[src/logic/bdpc_pkg.sv]
// Constants and carrier types of the backlight duty packet control block
package bdpc_pkg;

    // ==========================================================
    // Packet geometry
    localparam int unsigned PKT_BITS   = 448;
    localparam int unsigned CNT_W      = 9;
    localparam int unsigned NUM_CH     = 32;
    localparam int unsigned DUTY_W     = 12;
    localparam int unsigned MAIN_W     = 13;
    localparam int unsigned DIV_W      = 8;

    // ==========================================================
    // Write packet field positions (lsb)
    localparam int unsigned WR_BSEL_LSB    = 32;
    localparam int unsigned WR_ASEL_LSB    = 40;
    localparam int unsigned WR_TRIM_LSB    = 48;
    localparam int unsigned WR_REFRESH_BIT = 60;
    localparam int unsigned WR_CLEAR_BIT   = 61;
    localparam int unsigned WR_SYNCSEL_BIT = 62;
    localparam int unsigned WR_DUTY31_LSB  = 64;

    // ==========================================================
    // Read packet field positions (lsb)
    localparam int unsigned RD_DELAY_LSB = 372;
    localparam int unsigned RD_BECHO_LSB = 384;
    localparam int unsigned RD_AECHO_LSB = 392;

    // ==========================================================
    // Reset values and fixed counts
    localparam logic [9:0]  TRIM_RST      = 10'h100;
    localparam logic [11:0] DELAY_RST     = 12'h003;
    localparam logic [5:0]  CHSEL_RST     = 6'h00;
    localparam logic [11:0] DUTY_RST      = 12'h000;
    localparam logic [11:0] DUTY_FULL     = 12'hfff;
    localparam logic [12:0] FREE_WRAP     = 13'h0fff;
    localparam logic [6:0]  MIN_DRAIN_TOP = 7'h7f;
    localparam logic [5:0]  SCAN_COUNT    = 6'h20;
    localparam logic [CNT_W-1:0] PKT_BITS_C = 9'h1c0;

    // ==========================================================
    // Carrier types
    typedef struct packed {
        logic [11:0] adc_start_delay;
        logic [7:0]  frame_divider;
        logic        sync_edge_rise;
        logic [12:0] fallback_wrap_value;
    } bdpc_cfg_t;

    typedef struct packed {
        logic       valid;
        logic [4:0] ch;
        logic [6:0] level;
    } bdpc_drain_sample_t;

    typedef struct packed {
        logic       valid;
        logic [4:0] ch;
        logic [6:0] level;
    } bdpc_min_report_t;

endpackage : bdpc_pkg

[src/logic/bdpc_top.sv]
// Duty packet decoder, PWM outputs, supply trim and minimum drain search
//
// Summary of operation
// - Trim level sets output pulse density, level/1024 of 3.3V; reset 0x100.
// - Refresh write sets minimum-drain value to 0x7F, clears its valid bit.
// - Refresh bit self-clears right after being acted on.
// - After refresh scan 32 strings, keep lowest, set valid and scan-done.
// - Every new refresh write restarts a fresh minimum-drain search.
// - Fault clear clears latched fault bits 0-1 (bit 2 follows skip input), re-enables shut-off driver channels.
// - Fault clear keeps over-temp/over-voltage bit if over-temperature set it.
// - Fault-clear bit self-clears after the write that set it.
// - Sync select zero ignores sync pin; main counter wraps freely at 4095.
// - Sync select one wraps main counter on configured sync edge.
// - With sync select one and no sync edges, counter wraps at the fallback wrap value.
// - PWM high for duty main-counter ticks after each wrap; 4095 means always high.
// - Each duty loads its channel's one-shot down-counter setting high time.
// - New duties take effect at first wrap after chip select rises.
// - Duty slots 12 bits, channel 31 at bits 64-75 down to channel 0.
// - Read bits 0-371 carry no content.
// - Read bits 372-383 echo ADC start delay from the cfg input, which has no reset.
// - Read bits 384-389 report second ADC channel from previous write.
// - Read bits 392-397 report first ADC channel from previous write.
// - Packet is 448 bits, MSB first; equal-length read stream returned.
// - Input sampled on rising serial clock, output changes on falling edge.
`timescale 1ns/10ps

module bdpc_top #(
    parameter int unsigned NUM_CH = 32,
    parameter int unsigned DIV_W  = 8
) (
    input  wire logic                        mclk,
    input  wire logic                        rst_b,
    input  wire logic                        spi_sclk,
    input  wire logic                        spi_cs_b,
    input  wire logic                        spi_sdi,
    output logic                             spi_sdo,
    input  wire logic [1:0]                  packet_type_sel,
    input  wire logic                        sync_in,
    input  wire bdpc_pkg::bdpc_cfg_t         cfg,
    input  wire bdpc_pkg::bdpc_drain_sample_t drain_sample,
    input  wire logic                        fault_uv_evt,
    input  wire logic                        fault_ov_evt,
    input  wire logic                        fault_ot_evt,
    input  wire logic                        skip_any,
    output logic                             supply_trim_out,
    output logic [NUM_CH-1:0]                led_out,
    output logic [5:0]                       adc_a_channel_select,
    output logic [5:0]                       adc_b_channel_select,
    output bdpc_pkg::bdpc_min_report_t       min_drain_report,
    output logic                             scan_done,
    output logic [2:0]                       global_fault,
    output logic                             driver_reenable
);

    // ==========================================================
    // Pin synchronisers: bit 0 sclk, 1 cs, 2 sdi, 3 sync, 5:4 type
    localparam logic [5:0] PIN_RST = 6'h02;

    logic [5:0] pin_s1_reg;
    logic [5:0] pin_s2_reg;
    logic [5:0] pin_s3_reg;
    logic [5:0] pin_reg;
    logic [5:0] pin_raw;

    assign pin_raw = {packet_type_sel, sync_in, spi_sdi, spi_cs_b, spi_sclk};

    always_ff @(posedge mclk or negedge rst_b)
    begin
        if (!rst_b)
        begin
            pin_s1_reg <= PIN_RST;
            pin_s2_reg <= PIN_RST;
            pin_s3_reg <= PIN_RST;
            pin_reg    <= PIN_RST;
        end
        else
        begin
            pin_s1_reg <= pin_raw;
            pin_s2_reg <= pin_s1_reg;
            pin_s3_reg <= pin_s2_reg;
            // Change counts once stages two and three agree
            pin_reg    <= (pin_s2_reg & pin_s3_reg)
                        | (pin_reg & (pin_s2_reg ^ pin_s3_reg));
        end
    end

    logic [5:0] pin_prev_reg;

    always_ff @(posedge mclk or negedge rst_b)
    begin
        if (!rst_b)
            pin_prev_reg <= PIN_RST;
        else
            pin_prev_reg <= pin_reg;
    end

    logic sclk_rise;
    logic sclk_fall;
    logic cs_fall;
    logic cs_rise;
    logic cs_active;

    assign sclk_rise = pin_reg[0] & ~pin_prev_reg[0];
    assign sclk_fall = ~pin_reg[0] & pin_prev_reg[0];
    assign cs_fall   = ~pin_reg[1] & pin_prev_reg[1];
    assign cs_rise   = pin_reg[1] & ~pin_prev_reg[1];
    assign cs_active = ~pin_reg[1];

    // ==========================================================
    // Serial shift registers
    logic [bdpc_pkg::PKT_BITS-1:0] rx_shift_reg;
    logic [bdpc_pkg::PKT_BITS-1:0] tx_shift_reg;
    logic [bdpc_pkg::PKT_BITS-1:0] tx_load;
    logic [bdpc_pkg::CNT_W-1:0]    bit_cnt_reg;
    logic                          type_ok_reg;
    logic                          overrun_reg;

    always_comb
    begin
        tx_load = '0;
        tx_load[bdpc_pkg::RD_DELAY_LSB +: 12] = cfg.adc_start_delay;
        tx_load[bdpc_pkg::RD_BECHO_LSB +: 6]  = adc_b_channel_select;
        tx_load[bdpc_pkg::RD_AECHO_LSB +: 6]  = adc_a_channel_select;
    end

    always_ff @(posedge mclk or negedge rst_b)
    begin
        if (!rst_b)
            rx_shift_reg <= '0;
        else if (cs_active && sclk_rise)
            rx_shift_reg <= {rx_shift_reg[bdpc_pkg::PKT_BITS-2:0],
                             pin_reg[2]};
    end

    always_ff @(posedge mclk or negedge rst_b)
    begin
        if (!rst_b)
            tx_shift_reg <= '0;
        else if (cs_fall)
            tx_shift_reg <= tx_load;
        else if (cs_active && sclk_fall)
            tx_shift_reg <= {tx_shift_reg[bdpc_pkg::PKT_BITS-2:0],
                             1'b0};
    end

    assign spi_sdo = tx_shift_reg[bdpc_pkg::PKT_BITS-1];

    always_ff @(posedge mclk or negedge rst_b)
    begin
        if (!rst_b)
        begin
            bit_cnt_reg <= '0;
            overrun_reg <= 1'b0;
        end
        else if (cs_fall)
        begin
            bit_cnt_reg <= '0;
            overrun_reg <= 1'b0;
        end
        else if (cs_active && sclk_rise)
        begin
            if (bit_cnt_reg == bdpc_pkg::PKT_BITS_C)
                overrun_reg <= 1'b1;
            else
                bit_cnt_reg <= bit_cnt_reg + 9'h001;
        end
    end

    // Packet type must stay duty type for the whole transaction
    always_ff @(posedge mclk or negedge rst_b)
    begin
        if (!rst_b)
            type_ok_reg <= 1'b0;
        else if (cs_fall)
            type_ok_reg <= (pin_reg[5:4] == 2'b00);
        else if (cs_active && pin_reg[5:4] != 2'b00)
            type_ok_reg <= 1'b0;
    end

    logic commit;

    // Only a complete duty packet is taken; anything else is dropped
    assign commit = cs_rise && type_ok_reg && !overrun_reg
                 && (bit_cnt_reg == bdpc_pkg::PKT_BITS_C);

    // ==========================================================
    // Control fields
    logic [9:0] trim_level_reg;
    logic       sync_select_reg;
    logic       refresh_pulse_reg;
    logic       clear_pulse_reg;

    always_ff @(posedge mclk or negedge rst_b)
    begin
        if (!rst_b)
        begin
            trim_level_reg       <= bdpc_pkg::TRIM_RST;
            sync_select_reg      <= 1'b0;
            adc_a_channel_select <= bdpc_pkg::CHSEL_RST;
            adc_b_channel_select <= bdpc_pkg::CHSEL_RST;
        end
        else if (commit)
        begin
            // Reserved bits are never looked at
            trim_level_reg <= rx_shift_reg[bdpc_pkg::WR_TRIM_LSB +: 10];
            sync_select_reg      <= rx_shift_reg[bdpc_pkg::WR_SYNCSEL_BIT];
            adc_a_channel_select <= rx_shift_reg[bdpc_pkg::WR_ASEL_LSB +: 6];
            adc_b_channel_select <= rx_shift_reg[bdpc_pkg::WR_BSEL_LSB +: 6];
        end
    end

    // Command bits live one cycle only
    always_ff @(posedge mclk or negedge rst_b)
    begin
        if (!rst_b)
        begin
            refresh_pulse_reg <= 1'b0;
            clear_pulse_reg   <= 1'b0;
        end
        else
        begin
            refresh_pulse_reg <= commit
                && rx_shift_reg[bdpc_pkg::WR_REFRESH_BIT];
            clear_pulse_reg   <= commit
                && rx_shift_reg[bdpc_pkg::WR_CLEAR_BIT];
        end
    end

    assign driver_reenable = clear_pulse_reg;

    // ==========================================================
    // Supply trim pulse density
    logic [9:0] trim_acc_reg;
    logic [10:0] trim_sum;

    assign trim_sum = {1'b0, trim_acc_reg} + {1'b0, trim_level_reg};

    always_ff @(posedge mclk or negedge rst_b)
    begin
        if (!rst_b)
        begin
            trim_acc_reg    <= '0;
            supply_trim_out <= 1'b0;
        end
        else
        begin
            trim_acc_reg    <= trim_sum[9:0];
            supply_trim_out <= trim_sum[10];
        end
    end

    // ==========================================================
    // Minimum drain search
    logic [5:0] scan_cnt_reg;
    logic       scanning_reg;

    always_ff @(posedge mclk or negedge rst_b)
    begin
        if (!rst_b)
        begin
            min_drain_report.valid <= 1'b0;
            min_drain_report.level <= bdpc_pkg::MIN_DRAIN_TOP;
            min_drain_report.ch    <= '0;
            scan_done              <= 1'b0;
            scanning_reg           <= 1'b0;
            scan_cnt_reg           <= '0;
        end
        else if (refresh_pulse_reg)
        begin
            min_drain_report.valid <= 1'b0;
            min_drain_report.level <= bdpc_pkg::MIN_DRAIN_TOP;
            scan_done              <= 1'b0;
            scanning_reg           <= 1'b1;
            scan_cnt_reg           <= '0;
        end
        else if (scanning_reg && drain_sample.valid)
        begin
            if (drain_sample.level < min_drain_report.level)
            begin
                min_drain_report.level <= drain_sample.level;
                min_drain_report.ch    <= drain_sample.ch;
            end
            scan_cnt_reg <= scan_cnt_reg + 6'h01;
            if (scan_cnt_reg == bdpc_pkg::SCAN_COUNT - 6'h01)
            begin
                scanning_reg           <= 1'b0;
                min_drain_report.valid <= 1'b1;
                scan_done              <= 1'b1;
            end
        end
    end

    // ==========================================================
    // Global fault bits; a new event wins over the clear
    logic ot_cause_reg;

    always_ff @(posedge mclk or negedge rst_b)
    begin
        if (!rst_b)
        begin
            global_fault <= 3'h0;
            ot_cause_reg <= 1'b0;
        end
        else
        begin
            global_fault[0] <= fault_uv_evt
                | (global_fault[0] & ~clear_pulse_reg);
            global_fault[1] <= fault_ov_evt | fault_ot_evt
                | (global_fault[1] & ~(clear_pulse_reg & ~ot_cause_reg));
            global_fault[2] <= skip_any;
            if (fault_ot_evt)
                ot_cause_reg <= 1'b1;
            else if (clear_pulse_reg && !global_fault[1])
                ot_cause_reg <= 1'b0;
        end
    end

    // ==========================================================
    // Main counter with frame divider tick
    logic [DIV_W-1:0]  div_cnt_reg;
    logic              tick;
    logic [12:0]       main_cnt_reg;
    logic              wrap;
    logic              sync_edge;
    logic              sync_hit;
    logic [12:0]       wrap_at;

    assign tick = (div_cnt_reg == cfg.frame_divider);

    always_ff @(posedge mclk or negedge rst_b)
    begin
        if (!rst_b)
            div_cnt_reg <= '0;
        else if (tick || sync_hit)
            div_cnt_reg <= '0;
        else
            div_cnt_reg <= div_cnt_reg + DIV_W'(1);
    end

    assign sync_edge = cfg.sync_edge_rise
                     ? (pin_reg[3] & ~pin_prev_reg[3])
                     : (~pin_reg[3] & pin_prev_reg[3]);
    assign sync_hit  = sync_select_reg & sync_edge;
    assign wrap_at   = sync_select_reg ? cfg.fallback_wrap_value
                                       : bdpc_pkg::FREE_WRAP;
    assign wrap      = sync_hit || (tick && main_cnt_reg >= wrap_at);

    always_ff @(posedge mclk or negedge rst_b)
    begin
        if (!rst_b)
            main_cnt_reg <= '0;
        else if (wrap)
            main_cnt_reg <= '0;
        else if (tick)
            main_cnt_reg <= main_cnt_reg + 13'h0001;
    end

    // ==========================================================
    // Duty staging and per-channel one-shots
    logic pending_reg;

    always_ff @(posedge mclk or negedge rst_b)
    begin
        if (!rst_b)
            pending_reg <= 1'b0;
        else if (commit)
            pending_reg <= 1'b1;
        else if (wrap)
            pending_reg <= 1'b0;
    end

    genvar gi;
    generate
        for (gi = 0; gi < NUM_CH; gi++)
        begin : g_ch
            localparam int unsigned SLOT =
                bdpc_pkg::WR_DUTY31_LSB + 12 * (NUM_CH - 1 - gi);
            logic [11:0] staged_reg;
            logic [11:0] active_reg;
            logic [11:0] down_reg;

            always_ff @(posedge mclk or negedge rst_b)
            begin
                if (!rst_b)
                    staged_reg <= bdpc_pkg::DUTY_RST;
                else if (commit)
                    staged_reg <= rx_shift_reg[SLOT +: 12];
            end

            always_ff @(posedge mclk or negedge rst_b)
            begin
                if (!rst_b)
                    active_reg <= bdpc_pkg::DUTY_RST;
                else if (wrap && pending_reg)
                    active_reg <= staged_reg;
            end

            always_ff @(posedge mclk or negedge rst_b)
            begin
                if (!rst_b)
                    down_reg <= '0;
                else if (wrap)
                    down_reg <= (pending_reg ? staged_reg
                                             : active_reg);
                else if (tick && down_reg != 12'h000)
                    down_reg <= down_reg - 12'h001;
            end

            always_ff @(posedge mclk or negedge rst_b)
            begin
                if (!rst_b)
                    led_out[gi] <= 1'b0;
                else
                    led_out[gi] <= (active_reg == bdpc_pkg::DUTY_FULL)
                                 || (down_reg != 12'h000);
            end
        end
    endgenerate

endmodule : bdpc_top

[config.mk]
export PLATFORM = sky130hd
export DESIGN_NAME = bdpc_top
export DESIGN_NICKNAME = d
export VERILOG_FILES = /design/src/logic/bdpc_pkg.sv /design/src/logic/bdpc_top.sv
export SDC_FILE = /design/constraint.sdc
export NUM_CORES = 2
export LEC_CHECK = 0
export BUFFER_PORTS_ARGS = -buffer_cell sky130_fd_sc_hd__buf_4
export CAP_MARGIN = 5
export CELL_PAD_IN_SITES_DETAIL_PLACEMENT = 1
export CELL_PAD_IN_SITES_GLOBAL_PLACEMENT = 1
export CORE_MARGIN = 2
export CORE_UTILIZATION = 40
export DETAILED_ROUTE_END_ITERATION = 12
export GPL_TIMING_DRIVEN = 0
export PLACE_DENSITY = 0.66
export SETUP_SLACK_MARGIN = 0.5
export SYNTH_ARGS = -nofsm -noshare
export SYNTH_HDL_FRONTEND = slang
export SYNTH_SLANG_ARGS = --single-unit
export TNS_END_PERCENT = 10
[constraint.sdc]
create_clock -name mclk -period 3.7 [get_ports mclk]
set_input_delay 0.74 -clock mclk [delete_from_list [all_inputs] [get_ports mclk]]
set_output_delay 0.74 -clock mclk [all_outputs]
set_load 0.01 [all_outputs]
==> flow_summary.yaml <==
cts:
  cts_tree: "done"
  cts_root_buffer: "clkbuf_16"
  clk_pin_slew_worst_paths_ps: 70
  htree_levels: 4
  clockBufferDepth: 3
  clk_latency_ps: 880
  cts-buffers-inserted: 202
  clock_sinks: 1829
worst_setup_path:
  cp.depth: 16
  r2r_cells: 16
  end_kind: "flop"
  cp.arrival_ps: 4240
  critPathMaxFanout: 7
  crit_path_start_kind: "flop"
  worst_r2r_startpoint: "sync_select_reg"
  critPathTopFamily: "buffers and inverters"
  cp.required_ps: 4490
  crit_start: "sync_select_reg"
  path_class: "flop to flop"
  crit_buf_inv: 10
  worst_path_largest_cell_delay_ps: 570
  critPathMostFrequentCell: "buf_6"
  crit_slowest_cell: "dfrtp_4"
  path_cells: "buf_6 > buf_6 > buf_6 > and4bb_1 > a31o_4 > a2111o_1 > buf_12 > o21ai_4 > buf_6 > buf_12 > buf_16 > buf_16 > buf_12 > buf_16 > nor3_1 > nor3_1"
route:
  totalWireLength_um: 301000
  met3_length_um: 20900
  routed-via-count: 62447
  met2_length_um: 136000
  drc_errors: 0
  viasPerCell: 5.76
  ant_nets: 0
  drt_iter0_markers: 5080
  drt_pass1_iterations: 7
  wl_met1_um: 125000
  top_layer: "met5"
  wl_per_cell_um: 27.8
cells_and_area:
  drive_gt1_frac: 0.187
  nNetsFinal: 8107
  fin_area_mm2: 0.0980
  area_growth_pct: 19.5
  register_area_mm2: 0.0458
  fillers: 21618
  multi_input_area_mm2: 0.0345
  largest_reg_flops: 448
grt:
  grt_pass1_wl_um: 439000
  grt_max_degree: 183
  grt_usage: 0.283
  grt_overflow: 0
  antenna_found_initial: 31
  grt_pass1_vias: 64994
logic_synthesis:
  netlist-cell-type-count: 91
  async_reset_ff_frac: 1.00
  syn-cell-area_mm2: 0.0820
  synth-seq-area-share: 0.558
  synth_compound_area_frac: 0.0810
  synth_area_leader_cell: "dfrtp_1"
  synthXorXnorAreaFrac: 0.0249
  synth-edff-count: 0
  synth.area.top_cells: "dfrtp_1, nand2_1, mux2_2"
  synth.area.mux_share: 0.135
  yosys-top-cells-count: "dfrtp_1, nand2_1, mux2_2"
  synth_fa_ha_area_frac: 0.0112
  yosysMostFrequentCell: "dfrtp_1"
  netlist_instances: 7495
  synth_top_area_frac: 0.554
  synth_top_flop_cell: "dfrtp_1"
  synth_top_family_by_area: "simple AND/OR/NAND/NOR gates"
  yosys.area_share.simple: 0.161
  ys_ff_latch: 1829
  synthesis.nets: 7627
  avgSynthCellArea_um2: 10.9
  yosysWarningCount: 0
sta:
  setup_slack_ps: 245
  setup_violations: 0
  fin_crit_ps: 3460
  fmax_mhz: 289
  worst_slew_pin_slew_ps: 1430
  slew_headroom: 0.0479
  rsz0062_at_grt: "true"
  hold_viol: 0
  slew_viol_final: 0
  finClkSkew_ps: 54.0
  fin_setup_tns_ps: 0
  period_share: 0.934
job:
  max-cap-violations: 0
power:
  power_density_mw_per_mm2: 492
  max-vdd-ir-drop_v: 0.000506
  power.leakage_nw: 47.5
  p_sw_frac: 0.278
  power.share.clock: 0.427
  internal_power_mw: 34.8
  combPwrFrac: 0.122
  power_switching_mw: 13.4
  seqPwrFrac: 0.451
place:
  port_buffers: 122
  dpl.hpwl_um: 199000
  dpl_worst_slack_ps: -1990
  gp_congestion: 0.902
  dpl-instance-area_mm2: 0.0872
die:
  die_h_um: 457
  dieWidth_um: 457
  start_util: 0.402
  dieArea_mm2: 0.209
  io-pin-count: 123
  core_mm2: 0.204
  rows: 166
outcome:
  status: "finished, final reports clean"
min_path:
  whs_path_depth: 2
  holdCritStartpoint: "fault_ot_evt"
  hold_class: "input port to flop"
-- final timing paths --
kind                                   endpoint  slack [ps]
hold reg to reg                   pin_s2_reg[4]         340
max in group asynchronous           led_out[19]         730
setup / recovery           g_ch[30].down_reg[8]         240
min in group asynchronous   g_ch[6].down_reg[3]         480
setup reg to reg           g_ch[30].down_reg[8]         240
hold / removal                     ot_cause_reg          70
-- metal layers --
layer | track usage | vias to the layer above
met3 | 0.0541 | 721
met4 | 0.161 | 4
li1 | - | 27186
met1 | 0.371 | 32502
met2 | 0.440 | 2034
met5 | 0 | -
-- cell type report --
class,instances,share of cell area
repair buffers,276,0.0372
diodes,16,0.000409
clock inverters,56,0.00794
inverters,105,0.00402
flip-flops and latches,1829,0.467
multi-input cells,5127,0.353
clock buffers,311,0.0607
well taps,2688,0.0343
plain buffers,434,0.0356
-- metrics by stage --
stage / util / power (mW) / hold slack (ps) / instances
final: 0.480 / 48.2 / 65.9 / 10842
after global routing: 0.480 / 50.1 / 47.2 / 10831
after CTS: 0.473 / 48.5 / 5.87 / 10786
after detailed placement: 0.427 / 27.7 / 336 / 10342
after global placement: 0.423 / 27.4 / 335 / 10305
after floorplan: - / 25.4 / 331 / 7495
-- kinds of logic after synthesis --
family | count (synthesis)
flops | 1829
xor+xnor | 233
fa+ha+maj | 73
mux | 1004
buf+inv | 539
simple gates | 2844
compound gates | 973
-- placed cells by master, fill, tap and decap left out, drive strengths merged, types with 26 or more instances in the layout --
cell type  synthesis  final
or3               55     55
o31ai             47     47
a211oi           201    201
or2               40     40
ha                72     72
a221o             27     27
nor3             163    163
nand3            101    101
dfrtp           1816   1816
nand4            131    131
inv              105    110
a311o             26     26
a22oi             27     27
mux2i            176    176
xor2             133    133
mux2             828    828
xnor2            100    100
o211ai            53     53
nor4              56     56
nand3b            26     26
nand2           1702   1702
clkinv             0     37
a21oi            295    295
or4               50     50
nor2b            203    203
nor2             198    198
clkbuf           236    563
o31a              31     31
buf              198    444
o21ai            113    113
-- worst reg2reg max path: cells and delay by family (launching register included) --
| kind | cells | cell delay (ps) |
|---|---|---|
| simple gates | 3 | 440 |
| compound gates | 3 | 910 |
| flops | 1 | 570 |
| buf+inv | 10 | 1440 |
-- power groups by stage --
stage | combinational, mW | clock (mW) | sequential (mW)
after floorplan | 3.55 | 0 | 21.9
after CTS | 5.78 | 21.0 | 21.7
after global routing | 6.48 | 21.8 | 21.8
after global placement | 5.38 | 0 | 22.0
final | 5.88 | 20.6 | 21.7
after detailed placement | 5.63 | 0 | 22.1
-- what timing repair did --
action / in CTS / in global routing
pin swaps: 23 / 22
cloned: 17 / 20
resized for setup: 466 / 158
setup endpoints to repair: 1305 / 1308
hold buffers: 11 / 0
endpoints found under the hold margin: 80 / 0
buffers inserted: 49 / 20
Note: power is estimated with default switching activity, not from simulation.
